[src/hdl/stp_params.svh]
`ifndef STP_PARAMS_SVH
`define STP_PARAMS_SVH
// Timing
`define STP_CLK_HZ      32'h05f5e100
`define STP_BAUD        32'h00002580
`define STP_MS_PER_S    32'h000003e8
`define STP_BIT_CYCLES  (`STP_CLK_HZ / `STP_BAUD)
`define STP_MS_CYCLES   (`STP_CLK_HZ / `STP_MS_PER_S)
`define STP_MINUTE_MS   16'hea60
// Register byte offsets
`define STP_OFF_CTRL    8'h00
`define STP_OFF_STATION 8'h04
`define STP_OFF_RDELAY  8'h08
`define STP_OFF_AUTOPER 8'h0c
`define STP_OFF_DATA    8'h10
`define STP_OFF_STATUS  8'h14
// Reset values and selections
`define STP_DPX_HALF    2'h0
`define STP_DPX_BUS     2'h1
`define STP_DPX_P2P     2'h2
`define STP_RST_DUPLEX  2'h1
`define STP_RST_STATION 7'h00
`define STP_BAUD_SEL    17'h00005
`define STP_MAX_STATION 17'h00063
`define STP_MAX_U16     17'h0ffff
// Characters
`define STP_CR          8'h0d
`define STP_BANG        8'h21
`define STP_ZERO        8'h30
`define STP_NINE        8'h39
// Command codes
`define STP_CMD_DUPLEX  16'h444d
`define STP_CMD_TERM    16'h4254
`define STP_CMD_PINSTN  16'h5849
`define STP_CMD_BAUD    16'h4252
`define STP_CMD_STNID   16'h4944
`define STP_CMD_TREQ    16'h5452
`define STP_CMD_TAUTO   16'h5454
`define STP_CMD_ERROR   16'h4345
// Error reasons
`define STP_ERR_ACCESS   6'h08
`define STP_ERR_RANGE    6'h10
`define STP_ERR_CONFLICT 6'h20
// Telegram lengths
`define STP_LEN_QUERY   4'h4
`define STP_LEN_SET     4'h9
`define STP_LEN_OVF     4'ha
`define STP_LEN_ACK     4'hb
`define STP_LEN_DATA    4'h8
`endif

[src/hdl/stp_pkg.sv]
package stp_pkg;
  typedef enum logic [1:0] {ST_IDLE, ST_DELAY, ST_SEND} stp_state_t;

  typedef struct packed {
    logic [2:0]  sync;
    logic        line;
    logic        busy;
    logic [13:0] cnt;
    logic [3:0]  bitn;
    logic [7:0]  sh;
    logic        valid;
    logic [7:0]  data;
  } stp_rx_t;

  typedef struct packed {
    logic        busy;
    logic [13:0] cnt;
    logic [3:0]  bitn;
    logic [8:0]  sh;
    logic        txd;
  } stp_tx_t;

  typedef struct packed {
    stp_state_t        state;
    logic [0:8][7:0]   rxbuf;
    logic [3:0]        rxcnt;
    logic [0:10][7:0]  txbuf;
    logic [3:0]        txlen;
    logic [3:0]        txidx;
    logic              tx_start;
    logic              auto_tx;
    logic [1:0]        boot;
    logic [16:0]       ms_cnt;
    logic [15:0]       dly_ms;
    logic [15:0]       min_ms;
    logic              min_done;
    logic [15:0]       auto_ms;
    logic [1:0]        duplex;
    logic              term;
    logic              pin_en;
    logic [6:0]        station;
    logic [6:0]        ps0;
    logic [6:0]        ps1;
    logic [6:0]        ps2;
    logic [6:0]        pin_val;
    logic [15:0]       reply_dly;
    logic [15:0]       auto_per;
    logic [16:0]       data_val;
    logic [5:0]        last_err;
    logic              wr_pend;
    logic [7:0]        wr_addr;
    logic [31:0]       hrdata;
    logic              oe_n;
    logic              term_out;
  } stp_top_t;
endpackage

[src/hdl/stp_command_port.sv]
`include "stp_params.svh"
module stp_command_port #(
  parameter int unsigned BIT_CYCLES = `STP_BIT_CYCLES,
  parameter int unsigned MS_CYCLES  = `STP_MS_CYCLES
) (
  input  wire logic        hclk,        // Bus clock, 100 MHz
  input  wire logic        hresetn,     // Async reset, active low
  input  wire logic        hsel,        // Slave select
  input  wire logic [31:0] haddr,       // Byte address
  input  wire logic [1:0]  htrans,      // Transfer type
  input  wire logic        hwrite,      // Write when high
  input  wire logic [2:0]  hsize,       // Word transfers only
  input  wire logic [31:0] hwdata,      // Write data
  input  wire logic        hready,      // Bus ready
  output logic      [31:0] hrdata,      // Read data
  output logic             hreadyout,   // Always ready
  output logic             hresp,       // Always OKAY
  input  wire logic        rxd,         // Serial receive line
  input  wire logic [6:0]  pin_station, // Station number pins
  output logic             txd,         // Serial transmit line
  output logic             txd_oe_n,    // Driver enable, low drives
  output logic             term_en      // Line termination on
);
  stp_pkg::stp_top_t st;
  stp_pkg::stp_top_t n;
  logic       rx_valid;
  logic [7:0] rx_byte;
  logic       tx_busy;

  localparam stp_pkg::stp_top_t RST_ST = '{
    state: stp_pkg::ST_IDLE, duplex: `STP_RST_DUPLEX, station: `STP_RST_STATION,
    boot: 2'h1, oe_n: 1'b1, default: '0};

  function automatic logic [7:0] dig(input logic [16:0] v, input logic [2:0] p);
    logic [16:0] q;
    q = v;
    for (int i = 0; i < 4; i++) begin
      if (i < int'(p)) q = q / 17'h0000a;
    end
    return 8'(q % 17'h0000a) + `STP_ZERO;
  endfunction

  function automatic logic is_dig(input logic [7:0] c);
    return (c >= `STP_ZERO) && (c <= `STP_NINE);
  endfunction

  function automatic logic [16:0] dec5(input logic [0:4][7:0] d);
    logic [16:0] v;
    v = 17'h0;
    for (int i = 0; i < 5; i++) begin
      v = 17'(v * 17'h0000a) + {13'h0, d[i][3:0]};
    end
    return v;
  endfunction

  function automatic logic [0:10][7:0] fmt(input logic data_tel, input logic [6:0] stn,
                                           input logic [15:0] code, input logic [16:0] val);
    logic [16:0] s;
    s = {10'h0, stn};
    if (data_tel) begin
      return {dig(s, 3'h1), dig(s, 3'h0), dig(val, 3'h4), dig(val, 3'h3), dig(val, 3'h2),
              dig(val, 3'h1), dig(val, 3'h0), `STP_CR, 24'h0};
    end
    return {`STP_BANG, dig(s, 3'h1), dig(s, 3'h0), code[15:8], code[7:0], dig(val, 3'h4),
            dig(val, 3'h3), dig(val, 3'h2), dig(val, 3'h1), dig(val, 3'h0), `STP_CR};
  endfunction

  function automatic logic [6:0] eff_station(input stp_pkg::stp_top_t s);
    if (s.pin_en && s.duplex == `STP_DPX_HALF && s.pin_val <= 7'(`STP_MAX_STATION)) begin
      return s.pin_val;
    end
    return s.station;
  endfunction

  stp_uart_rx #(.BIT_CYCLES(BIT_CYCLES)) u_rx (
    .hclk     (hclk),
    .hresetn  (hresetn),
    .rxd      (rxd),
    .rx_valid (rx_valid),
    .rx_byte  (rx_byte)
  );

  stp_uart_tx #(.BIT_CYCLES(BIT_CYCLES)) u_tx (
    .hclk     (hclk),
    .hresetn  (hresetn),
    .tx_start (st.tx_start),
    .tx_byte  (st.txbuf[st.txidx]),
    .tx_busy  (tx_busy),
    .txd      (txd)
  );

  logic        rx_cr;
  logic        well_formed;
  logic        addr_hit;
  logic [16:0] param;
  logic [15:0] code;
  assign rx_cr       = rx_valid && rx_byte == `STP_CR;
  assign code        = {st.rxbuf[2], st.rxbuf[3]};
  assign param       = dec5(st.rxbuf[4:8]);
  assign well_formed = is_dig(st.rxbuf[0]) && is_dig(st.rxbuf[1]) &&
                       (st.rxcnt == `STP_LEN_QUERY ||
                        (st.rxcnt == `STP_LEN_SET && is_dig(st.rxbuf[4]) &&
                         is_dig(st.rxbuf[5]) && is_dig(st.rxbuf[6]) &&
                         is_dig(st.rxbuf[7]) && is_dig(st.rxbuf[8])));
  assign addr_hit    = 7'(st.rxbuf[0][3:0] * 4'ha) + {3'h0, st.rxbuf[1][3:0]} ==
                       eff_station(st);

  always_comb begin
    logic        tick;
    logic        take;
    logic        set;
    logic        data_tel;
    logic [5:0]  err;
    logic [16:0] val;
    tick     = st.ms_cnt == 17'(MS_CYCLES - 1);
    take     = rx_cr && st.state == stp_pkg::ST_IDLE && well_formed && addr_hit;
    set      = st.rxcnt == `STP_LEN_SET;
    data_tel = 1'b0;
    err      = 6'h0;
    val      = 17'h0;
    n = st;
    n.tx_start = 1'b0;
    n.ps0 = pin_station;
    n.ps1 = st.ps0;
    n.ps2 = st.ps1;
    if (st.ps1 == st.ps2) n.pin_val = st.ps2;
    n.ms_cnt = tick ? 17'h0 : st.ms_cnt + 17'h1;
    if (tick && !st.min_done) begin
      n.min_ms = st.min_ms + 16'h1;
      if (n.min_ms == `STP_MINUTE_MS) n.min_done = 1'b1;
    end
    if (tick && st.state == stp_pkg::ST_DELAY && st.dly_ms != 16'h0) begin
      n.dly_ms = st.dly_ms - 16'h1;
    end
    if (tick && st.auto_ms != 16'hffff) n.auto_ms = st.auto_ms + 16'h1;

    // Register writes land in the data phase
    n.wr_pend = hsel && hready && htrans[1] && hwrite;
    n.wr_addr = haddr[7:0];
    if (st.wr_pend) begin
      unique case (st.wr_addr)
        `STP_OFF_CTRL: begin
          if (hwdata[1:0] <= `STP_DPX_P2P) n.duplex = hwdata[1:0];
          n.term     = hwdata[2];
          n.pin_en   = hwdata[3];
          n.min_ms   = 16'h0;
          n.min_done = 1'b0;
        end
        `STP_OFF_STATION: begin
          if (hwdata <= 32'(`STP_MAX_STATION)) n.station = hwdata[6:0];
        end
        `STP_OFF_RDELAY: n.reply_dly = hwdata[15:0];
        `STP_OFF_AUTOPER: begin
          n.auto_per = hwdata[15:0];
          n.min_ms   = 16'h0;
          n.min_done = 1'b0;
        end
        `STP_OFF_DATA: n.data_val = hwdata[16:0];
        default: ;
      endcase
    end

    // Receive buffer; a carriage return always empties it
    if (rx_valid) begin
      if (rx_cr) n.rxcnt = 4'h0;
      else if (st.rxcnt < `STP_LEN_SET) begin
        n.rxbuf[st.rxcnt] = rx_byte;
        n.rxcnt = st.rxcnt + 4'h1;
      end else n.rxcnt = `STP_LEN_OVF;
    end

    unique case (st.state)
      stp_pkg::ST_IDLE: begin
        if (take) begin
          case (code)
            `STP_CMD_DUPLEX: begin
              if (set) begin
                if (param <= 17'(`STP_DPX_P2P)) begin
                  n.duplex   = param[1:0];
                  n.min_ms   = 16'h0;
                  n.min_done = 1'b0;
                end else err = `STP_ERR_RANGE;
              end
              val = {15'h0, n.duplex};
            end
            `STP_CMD_TERM: begin
              if (set) begin
                if (param <= 17'h1) n.term = param[0];
                else err = `STP_ERR_RANGE;
              end
              val = {16'h0, n.term};
            end
            `STP_CMD_PINSTN: begin
              if (set) begin
                if (param > 17'h1) err = `STP_ERR_RANGE;
                else if (param[0] && st.duplex != `STP_DPX_HALF) err = `STP_ERR_CONFLICT;
                else n.pin_en = param[0];
              end
              val = {16'h0, n.pin_en};
            end
            `STP_CMD_BAUD: begin
              if (set) err = `STP_ERR_ACCESS;
              val = `STP_BAUD_SEL;
            end
            `STP_CMD_STNID: begin
              if (set) begin
                if (param <= `STP_MAX_STATION) n.station = param[6:0];
                else err = `STP_ERR_RANGE;
              end
              val = {10'h0, n.station};
            end
            `STP_CMD_TREQ: data_tel = 1'b1;
            `STP_CMD_TAUTO: begin
              if (set) begin
                if (param <= `STP_MAX_U16) begin
                  n.auto_per = param[15:0];
                  n.min_ms   = 16'h0;
                  n.min_done = 1'b0;
                end else err = `STP_ERR_RANGE;
              end
              data_tel = 1'b1;
            end
            default: err = `STP_ERR_ACCESS;
          endcase
          if (err != 6'h0) begin
            n.txbuf = fmt(1'b0, eff_station(n), `STP_CMD_ERROR, {11'h0, err});
            n.txlen = `STP_LEN_ACK;
          end else if (data_tel) begin
            n.txbuf = fmt(1'b1, eff_station(n), code, st.data_val);
            n.txlen = `STP_LEN_DATA;
          end else begin
            n.txbuf = fmt(1'b0, eff_station(n), code, val);
            n.txlen = `STP_LEN_ACK;
          end
          n.last_err = err;
          n.state    = stp_pkg::ST_DELAY;
          n.dly_ms   = st.reply_dly;
          n.ms_cnt   = 17'h0;
          n.txidx    = 4'h0;
          n.auto_tx  = 1'b0;
        end else if (st.boot != 2'h0) begin
          // Baud first, then duplex, both at the fixed startup rate
          n.txbuf = (st.boot == 2'h1) ?
                    fmt(1'b0, eff_station(st), `STP_CMD_BAUD, `STP_BAUD_SEL) :
                    fmt(1'b0, eff_station(st), `STP_CMD_DUPLEX, {15'h0, st.duplex});
          n.boot  = (st.boot == 2'h1) ? 2'h2 : 2'h0;
          n.txlen = `STP_LEN_ACK;
          n.txidx = 4'h0;
          n.state = stp_pkg::ST_SEND;
        end else if (st.auto_per != 16'h0 && st.auto_ms >= st.auto_per &&
                     (st.min_done || st.duplex != `STP_DPX_HALF)) begin
          n.txbuf   = fmt(1'b1, eff_station(st), `STP_CMD_TAUTO, st.data_val);
          n.txlen   = `STP_LEN_DATA;
          n.txidx   = 4'h0;
          n.auto_tx = 1'b1;
          n.auto_ms = 16'h0;
          n.state   = stp_pkg::ST_SEND;
        end
      end
      stp_pkg::ST_DELAY: begin
        if (st.dly_ms == 16'h0) n.state = stp_pkg::ST_SEND;
      end
      stp_pkg::ST_SEND: begin
        if (!tx_busy && !st.tx_start) begin
          if (st.txidx == st.txlen) n.state = stp_pkg::ST_IDLE;
          else begin
            n.tx_start = 1'b1;
            n.txidx    = st.txidx + 4'h1;
          end
        end
      end
    endcase
    // Tx byte index advances with the start pulse, so present the current one
    if (n.tx_start) n.txidx = st.txidx;
    if (st.tx_start) n.txidx = st.txidx + 4'h1;

    if (hsel && hready && htrans[1] && !hwrite) begin
      unique case (haddr[7:0])
        `STP_OFF_CTRL:    n.hrdata = {28'h0, n.pin_en, n.term, n.duplex};
        `STP_OFF_STATION: n.hrdata = {25'h0, n.station};
        `STP_OFF_RDELAY:  n.hrdata = {16'h0, n.reply_dly};
        `STP_OFF_AUTOPER: n.hrdata = {16'h0, n.auto_per};
        `STP_OFF_DATA:    n.hrdata = {15'h0, n.data_val};
        `STP_OFF_STATUS:  n.hrdata = {9'h0, eff_station(n), 4'h0, n.rxcnt, n.last_err,
                                      n.min_done, n.state != stp_pkg::ST_IDLE};
        default:          n.hrdata = 32'h0;
      endcase
    end
    n.oe_n     = !(st.duplex == `STP_DPX_P2P || st.state == stp_pkg::ST_SEND);
    n.term_out = st.term && st.duplex == `STP_DPX_HALF;
  end

  always_ff @(posedge hclk or negedge hresetn) begin
    if (!hresetn) st <= RST_ST;
    else st <= n;
  end

  // Index fix-up above keeps txidx pointing at the byte being started
  assign hrdata    = st.hrdata;
  assign hreadyout = 1'b1;
  assign hresp     = 1'b0;
  assign txd_oe_n  = st.oe_n;
  assign term_en   = st.term_out;
endmodule // stp_command_port

[src/hdl/stp_uart_rx.sv]
`include "stp_params.svh"
module stp_uart_rx #(
  parameter int unsigned BIT_CYCLES = `STP_BIT_CYCLES
) (
  input  wire logic       hclk,     // System clock
  input  wire logic       hresetn,  // Async reset, active low
  input  wire logic       rxd,      // Serial line, asynchronous
  output logic            rx_valid, // One-cycle pulse per byte
  output logic [7:0]      rx_byte   // Received byte
);
  stp_pkg::stp_rx_t st;
  stp_pkg::stp_rx_t n;

  always_comb begin
    n = st;
    n.valid = 1'b0;
    n.sync = {st.sync[1], st.sync[0], rxd};
    if (st.sync[1] == st.sync[2]) begin
      n.line = st.sync[2];
    end
    if (!st.busy) begin
      if (!st.line) begin
        n.busy = 1'b1;
        n.cnt  = 14'(BIT_CYCLES / 2);
        n.bitn = 4'h0;
      end
    end else if (st.cnt != 14'h0) begin
      n.cnt = st.cnt - 14'h1;
    end else begin
      n.cnt = 14'(BIT_CYCLES - 1);
      if (st.bitn == 4'h0) begin
        // Glitch shorter than half a bit is not a start bit
        if (st.line) n.busy = 1'b0;
        else n.bitn = 4'h1;
      end else if (st.bitn <= 4'h8) begin
        n.sh   = {st.line, st.sh[7:1]};
        n.bitn = st.bitn + 4'h1;
      end else begin
        n.busy = 1'b0;
        if (st.line) begin
          n.valid = 1'b1;
          n.data  = st.sh;
        end
      end
    end
  end

  always_ff @(posedge hclk or negedge hresetn) begin
    if (!hresetn) st <= '{sync: 3'h7, line: 1'b1, default: '0};
    else st <= n;
  end

  assign rx_valid = st.valid;
  assign rx_byte  = st.data;
endmodule // stp_uart_rx

[src/hdl/stp_uart_tx.sv]
`include "stp_params.svh"
module stp_uart_tx #(
  parameter int unsigned BIT_CYCLES = `STP_BIT_CYCLES
) (
  input  wire logic       hclk,     // System clock
  input  wire logic       hresetn,  // Async reset, active low
  input  wire logic       tx_start, // Start a byte, idle only
  input  wire logic [7:0] tx_byte,  // Byte to send
  output logic            tx_busy,  // High until stop bit ends
  output logic            txd       // Serial line, idle high
);
  stp_pkg::stp_tx_t st;
  stp_pkg::stp_tx_t n;

  always_comb begin
    n = st;
    if (!st.busy) begin
      if (tx_start) begin
        n.busy = 1'b1;
        n.txd  = 1'b0;
        n.sh   = {1'b1, tx_byte};
        n.bitn = 4'h0;
        n.cnt  = 14'(BIT_CYCLES - 1);
      end
    end else if (st.cnt != 14'h0) begin
      n.cnt = st.cnt - 14'h1;
    end else if (st.bitn == 4'h9) begin
      n.busy = 1'b0;
    end else begin
      n.txd  = st.sh[0];
      n.sh   = {1'b1, st.sh[8:1]};
      n.bitn = st.bitn + 4'h1;
      n.cnt  = 14'(BIT_CYCLES - 1);
    end
  end

  always_ff @(posedge hclk or negedge hresetn) begin
    if (!hresetn) st <= '{txd: 1'b1, default: '0};
    else st <= n;
  end

  assign tx_busy = st.busy;
  assign txd     = st.txd;
endmodule // stp_uart_tx

[config.mk]
export PLATFORM = sky130hd
export DESIGN_NAME = stp_command_port
export DESIGN_NICKNAME = d
export VERILOG_FILES = /design/src/hdl/stp_pkg.sv /design/src/hdl/stp_command_port.sv /design/src/hdl/stp_uart_rx.sv /design/src/hdl/stp_uart_tx.sv
export VERILOG_INCLUDE_DIRS = /design/src /design/src/hdl
export SDC_FILE = /design/constraint.sdc
export NUM_CORES = 1
export LEC_CHECK = 0
export BUFFER_PORTS_ARGS = -buffer_cell sky130_fd_sc_hd__buf_2
export CORE_AREA = 2 2 294 296
export DETAILED_ROUTE_END_ITERATION = 7
export DIE_AREA = 0 0 296 298
export PLACE_DENSITY_LB_ADDON = 0.3
export SLEW_MARGIN = 25
export SYNTH_ARGS = -nofsm -noshare
export SYNTH_HDL_FRONTEND = slang
export SYNTH_SLANG_ARGS = --single-unit
[constraint.sdc]
create_clock -name hclk -period 44.2 [get_ports hclk]
set_input_delay 4.42 -clock hclk [delete_from_list [all_inputs] [get_ports hclk]]
set_output_delay 4.42 -clock hclk [all_outputs]
set_load 0.05 [all_outputs]
==> impl_metrics.env, run 1 <==
export IMPL_maxSlewHeadroom=0.287
export IMPL_drtIter0Drc=2624
export IMPL_busiest_layer="met2"
export IMPL_initial_core_util=0.409
export IMPL_cts_setup_buffers=0
export IMPL_ys_ff_latch=424
export IMPL_maxSlewViolCount=0
export IMPL_antenna_found_initial=1
export IMPL_drive_gt1_frac=0.129
export IMPL_yosysTopAreaCell="dfrtp_1"
export IMPL_final_setup_viol_count=0
export IMPL_fin_crit_ns=17.03
export IMPL_routed_wl_um=101000
export IMPL_slowest_delay_ns=0.72
export IMPL_finalHoldViolCount=0
export IMPL_ys_warn_count=0
export IMPL_overflow=0
export IMPL_syn_inst=4003
export IMPL_die_y_um=298
export IMPL_die_w_um=296
export IMPL_pin_count=119
export IMPL_syn_area_um2=34700
export IMPL_dpl_hpwl_um=75500
export IMPL_grt_pass1_vias=28500
export IMPL_worstPathMaxFanout=21
export IMPL_area_delta_synth_final_pct=8.12
export IMPL_synthMuxAreaShare=0.0836
export IMPL_drc=0
export IMPL_fin_nets=4235
export IMPL_use_met2=0.356
export IMPL_synthArstFlopShare=1.00
export IMPL_critPathBufInv=4
export IMPL_ant_nets=0
export IMPL_critPathArrivalTime_ns=17.53
export IMPL_path_common_cell="ha_1"
export IMPL_leakagePower_nw=16.5
export IMPL_rsz0062_at_grt="false"
export IMPL_hold_class="flip-flop to flip-flop"
export IMPL_grt_max_degree=154
export IMPL_final_area_um2=37500
export IMPL_rows=107
export IMPL_outcome="completed"
export IMPL_core_region_area_um2=84900
export IMPL_grt_use_total=0.225
export IMPL_post_synth_xor_area_fraction=0.0600
export IMPL_grtUsageMet3=0.0320
export IMPL_tightest_slew_ns=1.06
export IMPL_critPathTopFamily="compound AO/OA/AOI/OAI gates"
export IMPL_tritoncts="yes"
export IMPL_crit_path_start_kind="flip-flop"
export IMPL_place_area_um2=35800
export IMPL_place_congestion=0.955
export IMPL_die_area_um2=88200
export IMPL_cts_buffers=49
export IMPL_cts_resized=0
export IMPL_cts_root_buf="clkbuf_16"
export IMPL_cellPowerDensity_nw_per_um2=44.1
export IMPL_critical_path_required_ns=44.70
export IMPL_h_tree_depth=2
export IMPL_synth_edf_count=0
export IMPL_end_kind="flip-flop"
export IMPL_slowest_stage="a221oi_1"
export IMPL_skew_ns=0.0118
export IMPL_netlist_top_cells_area="dfrtp_1 30%, ha_1 6.6%, mux2_2 4.6%, nor2_1 4.5%, nand2_1 4.0%"
export IMPL_fin_setup_tns_ns=0
export IMPL_synth_top_family_by_area="compound AO/OA/AOI/OAI gates"
export IMPL_synthSimpleGateAreaFrac=0.210
export IMPL_clk_path_buf_depth=3
export IMPL_synth_flop_cell="dfrtp_1"
export IMPL_ys_seq_area_frac=0.306
export IMPL_grt_pass1_wl_um=160000
export IMPL_path_clk_slew_ns=0.06
export IMPL_synth_cell_types=152
export IMPL_synth_compound_area_frac=0.215
export IMPL_holdBufCountCts=0
export IMPL_path_class="flip-flop to flip-flop"
export IMPL_clock_sinks=424
export IMPL_wl_per_cell_um=19.6
export IMPL_ir_drop_uv=67.8
export IMPL_timing_fmax_mhz=58.7
export IMPL_synthAdderAreaFrac=0.0738
export IMPL_num_vias=30300
export IMPL_met1_usage=0.315
export IMPL_port_buffers=79
export IMPL_syn_area_per_cell_um2=8.67
export IMPL_timing_max_cap_violations=0
export IMPL_vias_per_cell=5.89
export IMPL_synth_top_cell_area_share=0.300
export IMPL_final_period_utilization=0.385
export IMPL_clk_latency_ns=0.62
export IMPL_drt_pass1_iter_count=5
==> through the flow <==
step | utilization | hold WS, ns | worst slack, ns | total power, mW | instances
finish | 0.442 | 0.347 | 27.17 | 1.65 | 5145
CTS | 0.442 | 0.348 | 27.29 | 1.65 | 5144
global placement | 0.422 | 0.334 | 27.41 | 1.20 | 5053
floorplan | - | 0.331 | 30.03 | 1.04 | 4013
global route | 0.442 | 0.353 | 25.44 | 1.76 | 5144
detailed placement | 0.422 | 0.335 | 27.43 | 1.21 | 5053
==> flip-flops by register name, summed over array words and instances, names as in the netlist <==
name,cells
st,300
u_rx.st,29
u_tx.st,27
hrdata,23
code,16
n,14
u_rx.rx_byte,8
u_rx.n,2
term_en,1
txd_oe_n,1
u_rx.rx_valid,1
u_tx.tx_busy,1
u_tx.txd,1
==> final timing paths <==
path | endpoint | from | cells after the start | slack, ns
max in group asynchronous | st[258] | hresetn | 3 | 38.39
min | n[108] | n[115] | 0 | 0.35
min in group asynchronous | st[155] | hresetn | 1 | 3.81
min reg2reg | n[108] | n[115] | 0 | 0.35
max | st[280] | st[340] | 64 | 27.17
max reg2reg | st[280] | st[340] | 64 | 27.17
==> power breakdown <==
| part | leakage [nW] | internal, mW | switching, mW | total (mW) |
|---|---|---|---|---|
| Combinational | 10.3 | 0.304 | 0.516 | 0.820 |
| Clock | 0.831 | 0.253 | 0.179 | 0.433 |
| Sequential | 5.43 | 0.393 | 0.00685 | 0.400 |
==> worst register-to-register path, delay by kind of cell, from the launching register on <==
kind	cells	cell delay, ns
DFF	1	0.46
muxes	3	0.60
AOI/OAI and AO/OA	21	5.72
and+or+nand+nor	17	4.09
xor gates and xnor gates	6	1.24
adders and majority gates	13	4.27
buffers and inverters	4	0.53
==> Yosys cell counts, types with 36 or more instances <==
cell type / instances
a21o_1: 47
a21oi_1: 206
a31oi_1: 44
and3_1: 41
buf_4: 46
clkbuf_1: 122
dfrtp_1: 416
ha_1: 183
inv_1: 181
mux2_2: 141
mux2i_1: 91
nand2_1: 371
nand2b_1: 36
nand3_1: 123
nand4_1: 46
nor2_1: 414
nor3_1: 106
nor4_1: 60
o21ai_0: 205
xnor2_1: 132
xor2_1: 85
==> layout make-up <==
cell class	count	area [um2]
fillers	8418	47400
diodes	1	2.50
well taps	1144	1430
flip-flops and latches	424	10600
clock buffers	65	1360
clock inverters	26	333
multi-input cells	3187	22400
repair buffers	111	658
inverters	187	709
==> routing by layer <==
layer	wire [um]	vias up	share of wire
met5	0	-	0
li1	-	14600	-
met1	46100	14600	0.46
met4	3260	0	0.032
met2	45800	887	0.45
met3	5880	168	0.058
==> layout by cell type (no fill, tap or decap), drive strengths merged, types with 30 or more instances in the layout <==
cell	netlist	routed
a22oi	31	31
buf	92	111
a21oi	214	214
mux2	145	145
a21o	48	48
inv	185	191
nor2	420	420
dfrtp	416	416
clkbuf	123	65
ha	183	183
o211ai	35	35
nand3	129	129
a211oi	36	36
and3	42	42
nor3	111	111
a31oi	45	45
nand4	47	47
mux2i	96	96
o21ai	240	240
o31ai	32	32
and2	34	34
nand2b	36	36
nand2	376	376
nor4	64	64
xnor2	138	138
o22ai	32	32
nor2b	30	30
xor2	88	88
==> logic make-up (layout without fill, tap and decap cells) <==
| logic type | after synthesis | after routing |
|---|---|---|
| AO/OA/AOI/OAI | 1033 | 1033 |
| flip-flops | 424 | 424 |
| other | 2 | 13 |
| buffers and inverters | 402 | 389 |
| AND/OR/NAND/NOR | 1462 | 1462 |
| multiplexers | 253 | 253 |
| XOR/XNOR | 227 | 227 |
| adder cells (fa/ha/maj) | 200 | 200 |
Note: power is estimated with default switching activity, not from simulation.
==> inputs of run 2 (changes only) <==
--- a/config.mk
+++ b/config.mk
@@ -6,10 +6,11 @@
 export SDC_FILE = /design/constraint.sdc
 export NUM_CORES = 1
 export LEC_CHECK = 0
+export ABC_AREA = 1
 export BUFFER_PORTS_ARGS = -buffer_cell sky130_fd_sc_hd__buf_2
-export CORE_AREA = 2 2 294 296
+export CORE_AREA = 2 2 285 287
 export DETAILED_ROUTE_END_ITERATION = 7
-export DIE_AREA = 0 0 296 298
+export DIE_AREA = 0 0 287 289
 export PLACE_DENSITY_LB_ADDON = 0.3
 export SLEW_MARGIN = 25
 export SYNTH_ARGS = -nofsm -noshare
==> constraint.sdc (replaced) <==
create_clock -name hclk -period 15.1 [get_ports hclk]
set_input_delay 1.51 -clock hclk [delete_from_list [all_inputs] [get_ports hclk]]
set_output_delay 1.51 -clock hclk [all_outputs]
set_load 0.05 [all_outputs]
==> run 2 against run 1 <==
Net effect: synthesized area down 6.6%; final area decreased by 5.5%; non-clock buffer count grew 2; combinational power rose to 5.5 times the previous value; sequential power grew to 3.0 times the previous value; cell count up 11%; sequential share of layout area grew 1.6 points.
==> impl_metrics.env, run 2 <==
export IMPL_timing_max_cap_violations=0
export IMPL_cts_resized=0
export IMPL_ys_ff_latch=424
export IMPL_synth_cell_types=81
export IMPL_finalHoldViolCount=0
export IMPL_synthArstFlopShare=1.00
export IMPL_tightest_slew_ns=1.08
export IMPL_diodes=0
export IMPL_slowest_delay_ns=0.53
export IMPL_hp_start="n[113]"
export IMPL_tritoncts="yes"
export IMPL_sequentialPowerShare=0.171
export IMPL_wl_per_cell_um=16.0
export IMPL_grt_pass1_vias=28200
export IMPL_end_kind="flip-flop"
export IMPL_critPathArrivalTime_ns=14.02
export IMPL_synthTopCellsByCount="1009 x nand2_1, 692 x inv_1, 416 x dfrtp_1"
export IMPL_crit_start="st[340]"
export IMPL_worst_slack_ns=1.59
export IMPL_rows=104
export IMPL_area_delta_synth_final_pct=9.44
export IMPL_clkPwrFrac=0.177
export IMPL_place_ws_ns=1.43
export IMPL_synth_top_cell_area_share=0.321
export IMPL_final_period_utilization=0.895
export IMPL_netlist_top_cells_area="dfrtp_1 32%, nand2_1 12%, inv_1 8.0%, ha_1 7.1%, o21ai_0 5.4%"
export IMPL_final_common_cell="nand2_1"
export IMPL_clk_latency_ns=0.62
export IMPL_path_clk_slew_ns=0.07
export IMPL_fillCellCount=8301
export IMPL_grt_pass1_wl_um=148000
export IMPL_pin_count=119
export IMPL_yosysMostFrequentCell="nand2_1"
export IMPL_port_buffers=79
export IMPL_p_int_mw=3.37
export IMPL_leakagePower_nw=17.9
export IMPL_p_sw_mw=3.58
export IMPL_yosysTopAreaCell="dfrtp_1"
export IMPL_slowest_stage="fa_1"
export IMPL_ir_drop_uv=616
export IMPL_max_flop_register="st"
export IMPL_holdBufCountCts=0
export IMPL_maxSlewViolCount=0
export IMPL_die_y_um=289
export IMPL_dpl_hpwl_um=70200
export IMPL_timing_fmax_mhz=74.0
export IMPL_critical_path_required_ns=15.61
export IMPL_skew_ns=0.0298
export IMPL_ant_nets=0
export IMPL_final_setup_viol_count=0
export IMPL_cts_root_buf="clkbuf_16"
export IMPL_overflow=0
export IMPL_largest_reg_flops=300
export IMPL_syn_area_per_cell_um2=7.07
export IMPL_drtIter0Drc=2335
export IMPL_antenna_found_initial=0
export IMPL_top_regs="st (300), u_rx.st (29), u_tx.st (27)"
export IMPL_num_vias=30000
export IMPL_maxSlewHeadroom=0.279
export IMPL_die_w_um=287
export IMPL_clk_path_buf_depth=3
export IMPL_ys_seq_area_frac=0.328
export IMPL_routed_wl_um=91500
export IMPL_place_congestion=0.927
export IMPL_core_region_area_um2=79900
export IMPL_drive_gt1_frac=0.0870
export IMPL_cts_setup_buffers=0
export IMPL_crit_path_start_kind="flip-flop"
export IMPL_cts_buffers=48
export IMPL_worstPathMaxFanout=13
export IMPL_ys_warn_count=0
export IMPL_grt_use_total=0.220
export IMPL_clock_sinks=424
export IMPL_path_common_cell="ha_1"
export IMPL_cellPowerDensity_nw_per_um2=196
export IMPL_drc=0
export IMPL_drt_pass1_iter_count=6
export IMPL_die_area_um2=82900
export IMPL_syn_area_um2=32400
export IMPL_combPwrFrac=0.652
export IMPL_hold_class="flip-flop to flip-flop"
export IMPL_rsz0062_at_grt="false"
export IMPL_layout_common_cells="1007 x nand2_1, 692 x inv_1, 415 x dfrtp_1"
export IMPL_r2r_start="st[340]"
export IMPL_grt_max_degree=100
export IMPL_vias_per_cell=5.24
export IMPL_fin_nets=4906
export IMPL_path_class="flip-flop to flip-flop"
export IMPL_outcome="completed"
export IMPL_synth_flop_cell="dfrtp_1"
export IMPL_initial_core_util=0.405
export IMPL_synth_edf_count=0
export IMPL_h_tree_depth=2
export IMPL_syn_inst=4583
export IMPL_fin_setup_tns_ns=0
export IMPL_switching_share=0.515
export IMPL_worst_hold_slack_ns=0.346
export IMPL_fin_crit_ns=13.51
## run 2: critical path: cells and delay by family (launching register included)
| family | cells | cell delay, ns |
|---|---|---|
| compound gates | 13 | 2.40 |
| xor+xnor | 7 | 1.69 |
| buf+inv | 13 | 1.09 |
| flops | 1 | 0.44 |
| fa+ha+maj | 13 | 3.94 |
| simple gates | 30 | 3.80 |
## run 2: final timing paths
path                            to  slack [ns]  cells after the start
max                        st[292]        1.59                     76
min                         n[106]        0.35                      0
max reg2reg                st[292]        1.59                     76
min reg2reg                 n[106]        0.35                      0
max in group asynchronous  st[207]       11.28                      4
min in group asynchronous  st[155]        0.90                      1
## run 2: cells by family (layout without fill, tap and decap cells)
kind of cell    after synthesis  count (layout)  synth area share
simple gates               2047            2047             0.280
buf+inv                     879             953             0.106
compound gates              852             852             0.157
flops                       424             424             0.328
fa+ha+maj                   194             194            0.0772
xor+xnor                    175             175            0.0482
mux                          10              10           0.00336
other cells                   2              12          0.000232
## run 2: power by group through the flow
| stage | Sequential [mW] | Clock, mW | Combinational [mW] |
|---|---|---|---|
| 4_1_cts | 1.19 | 1.25 | 4.50 |
| 6_report | 1.19 | 1.23 | 4.54 |
| 5_1_grt | 1.19 | 1.30 | 5.19 |
| 2_1_floorplan | 1.21 | 0 | 3.48 |
| 3_5_place_dp | 1.21 | 0 | 4.48 |
| 3_3_place_gp | 1.21 | 0 | 4.41 |
## run 2: per-stage QoR
stage / instances / power (mW) / area (um2) / utilization
6_report: 5727 / 6.96 / 35500 / 0.444
5_1_grt: 5727 / 7.68 / 35500 / 0.444
4_1_cts: 5727 / 6.94 / 35400 / 0.443
3_5_place_dp: 5641 / 5.69 / 33800 / 0.423
3_3_place_gp: 5641 / 5.61 / 33800 / 0.423
2_1_floorplan: 4593 / 4.68 / 32400 / -
## run 2: final cells by class
type                    count  area [um2]  area share
clock buffers              67        1330      0.0376
clock inverters            19         282     0.00794
inverters                 754        2830      0.0799
multi-input cells        3290       18400       0.519
flip-flops and latches    424       10600       0.300
well taps                1060        1330      0.0374
repair buffers            113         661      0.0186
## run 2: metal layers
layer | track usage | part of all wire
met4 | 0.0688 | 0.031
met1 | 0.309 | 0.47
met5 | 0 | 0
met3 | 0.0240 | 0.053
met2 | 0.355 | 0.45
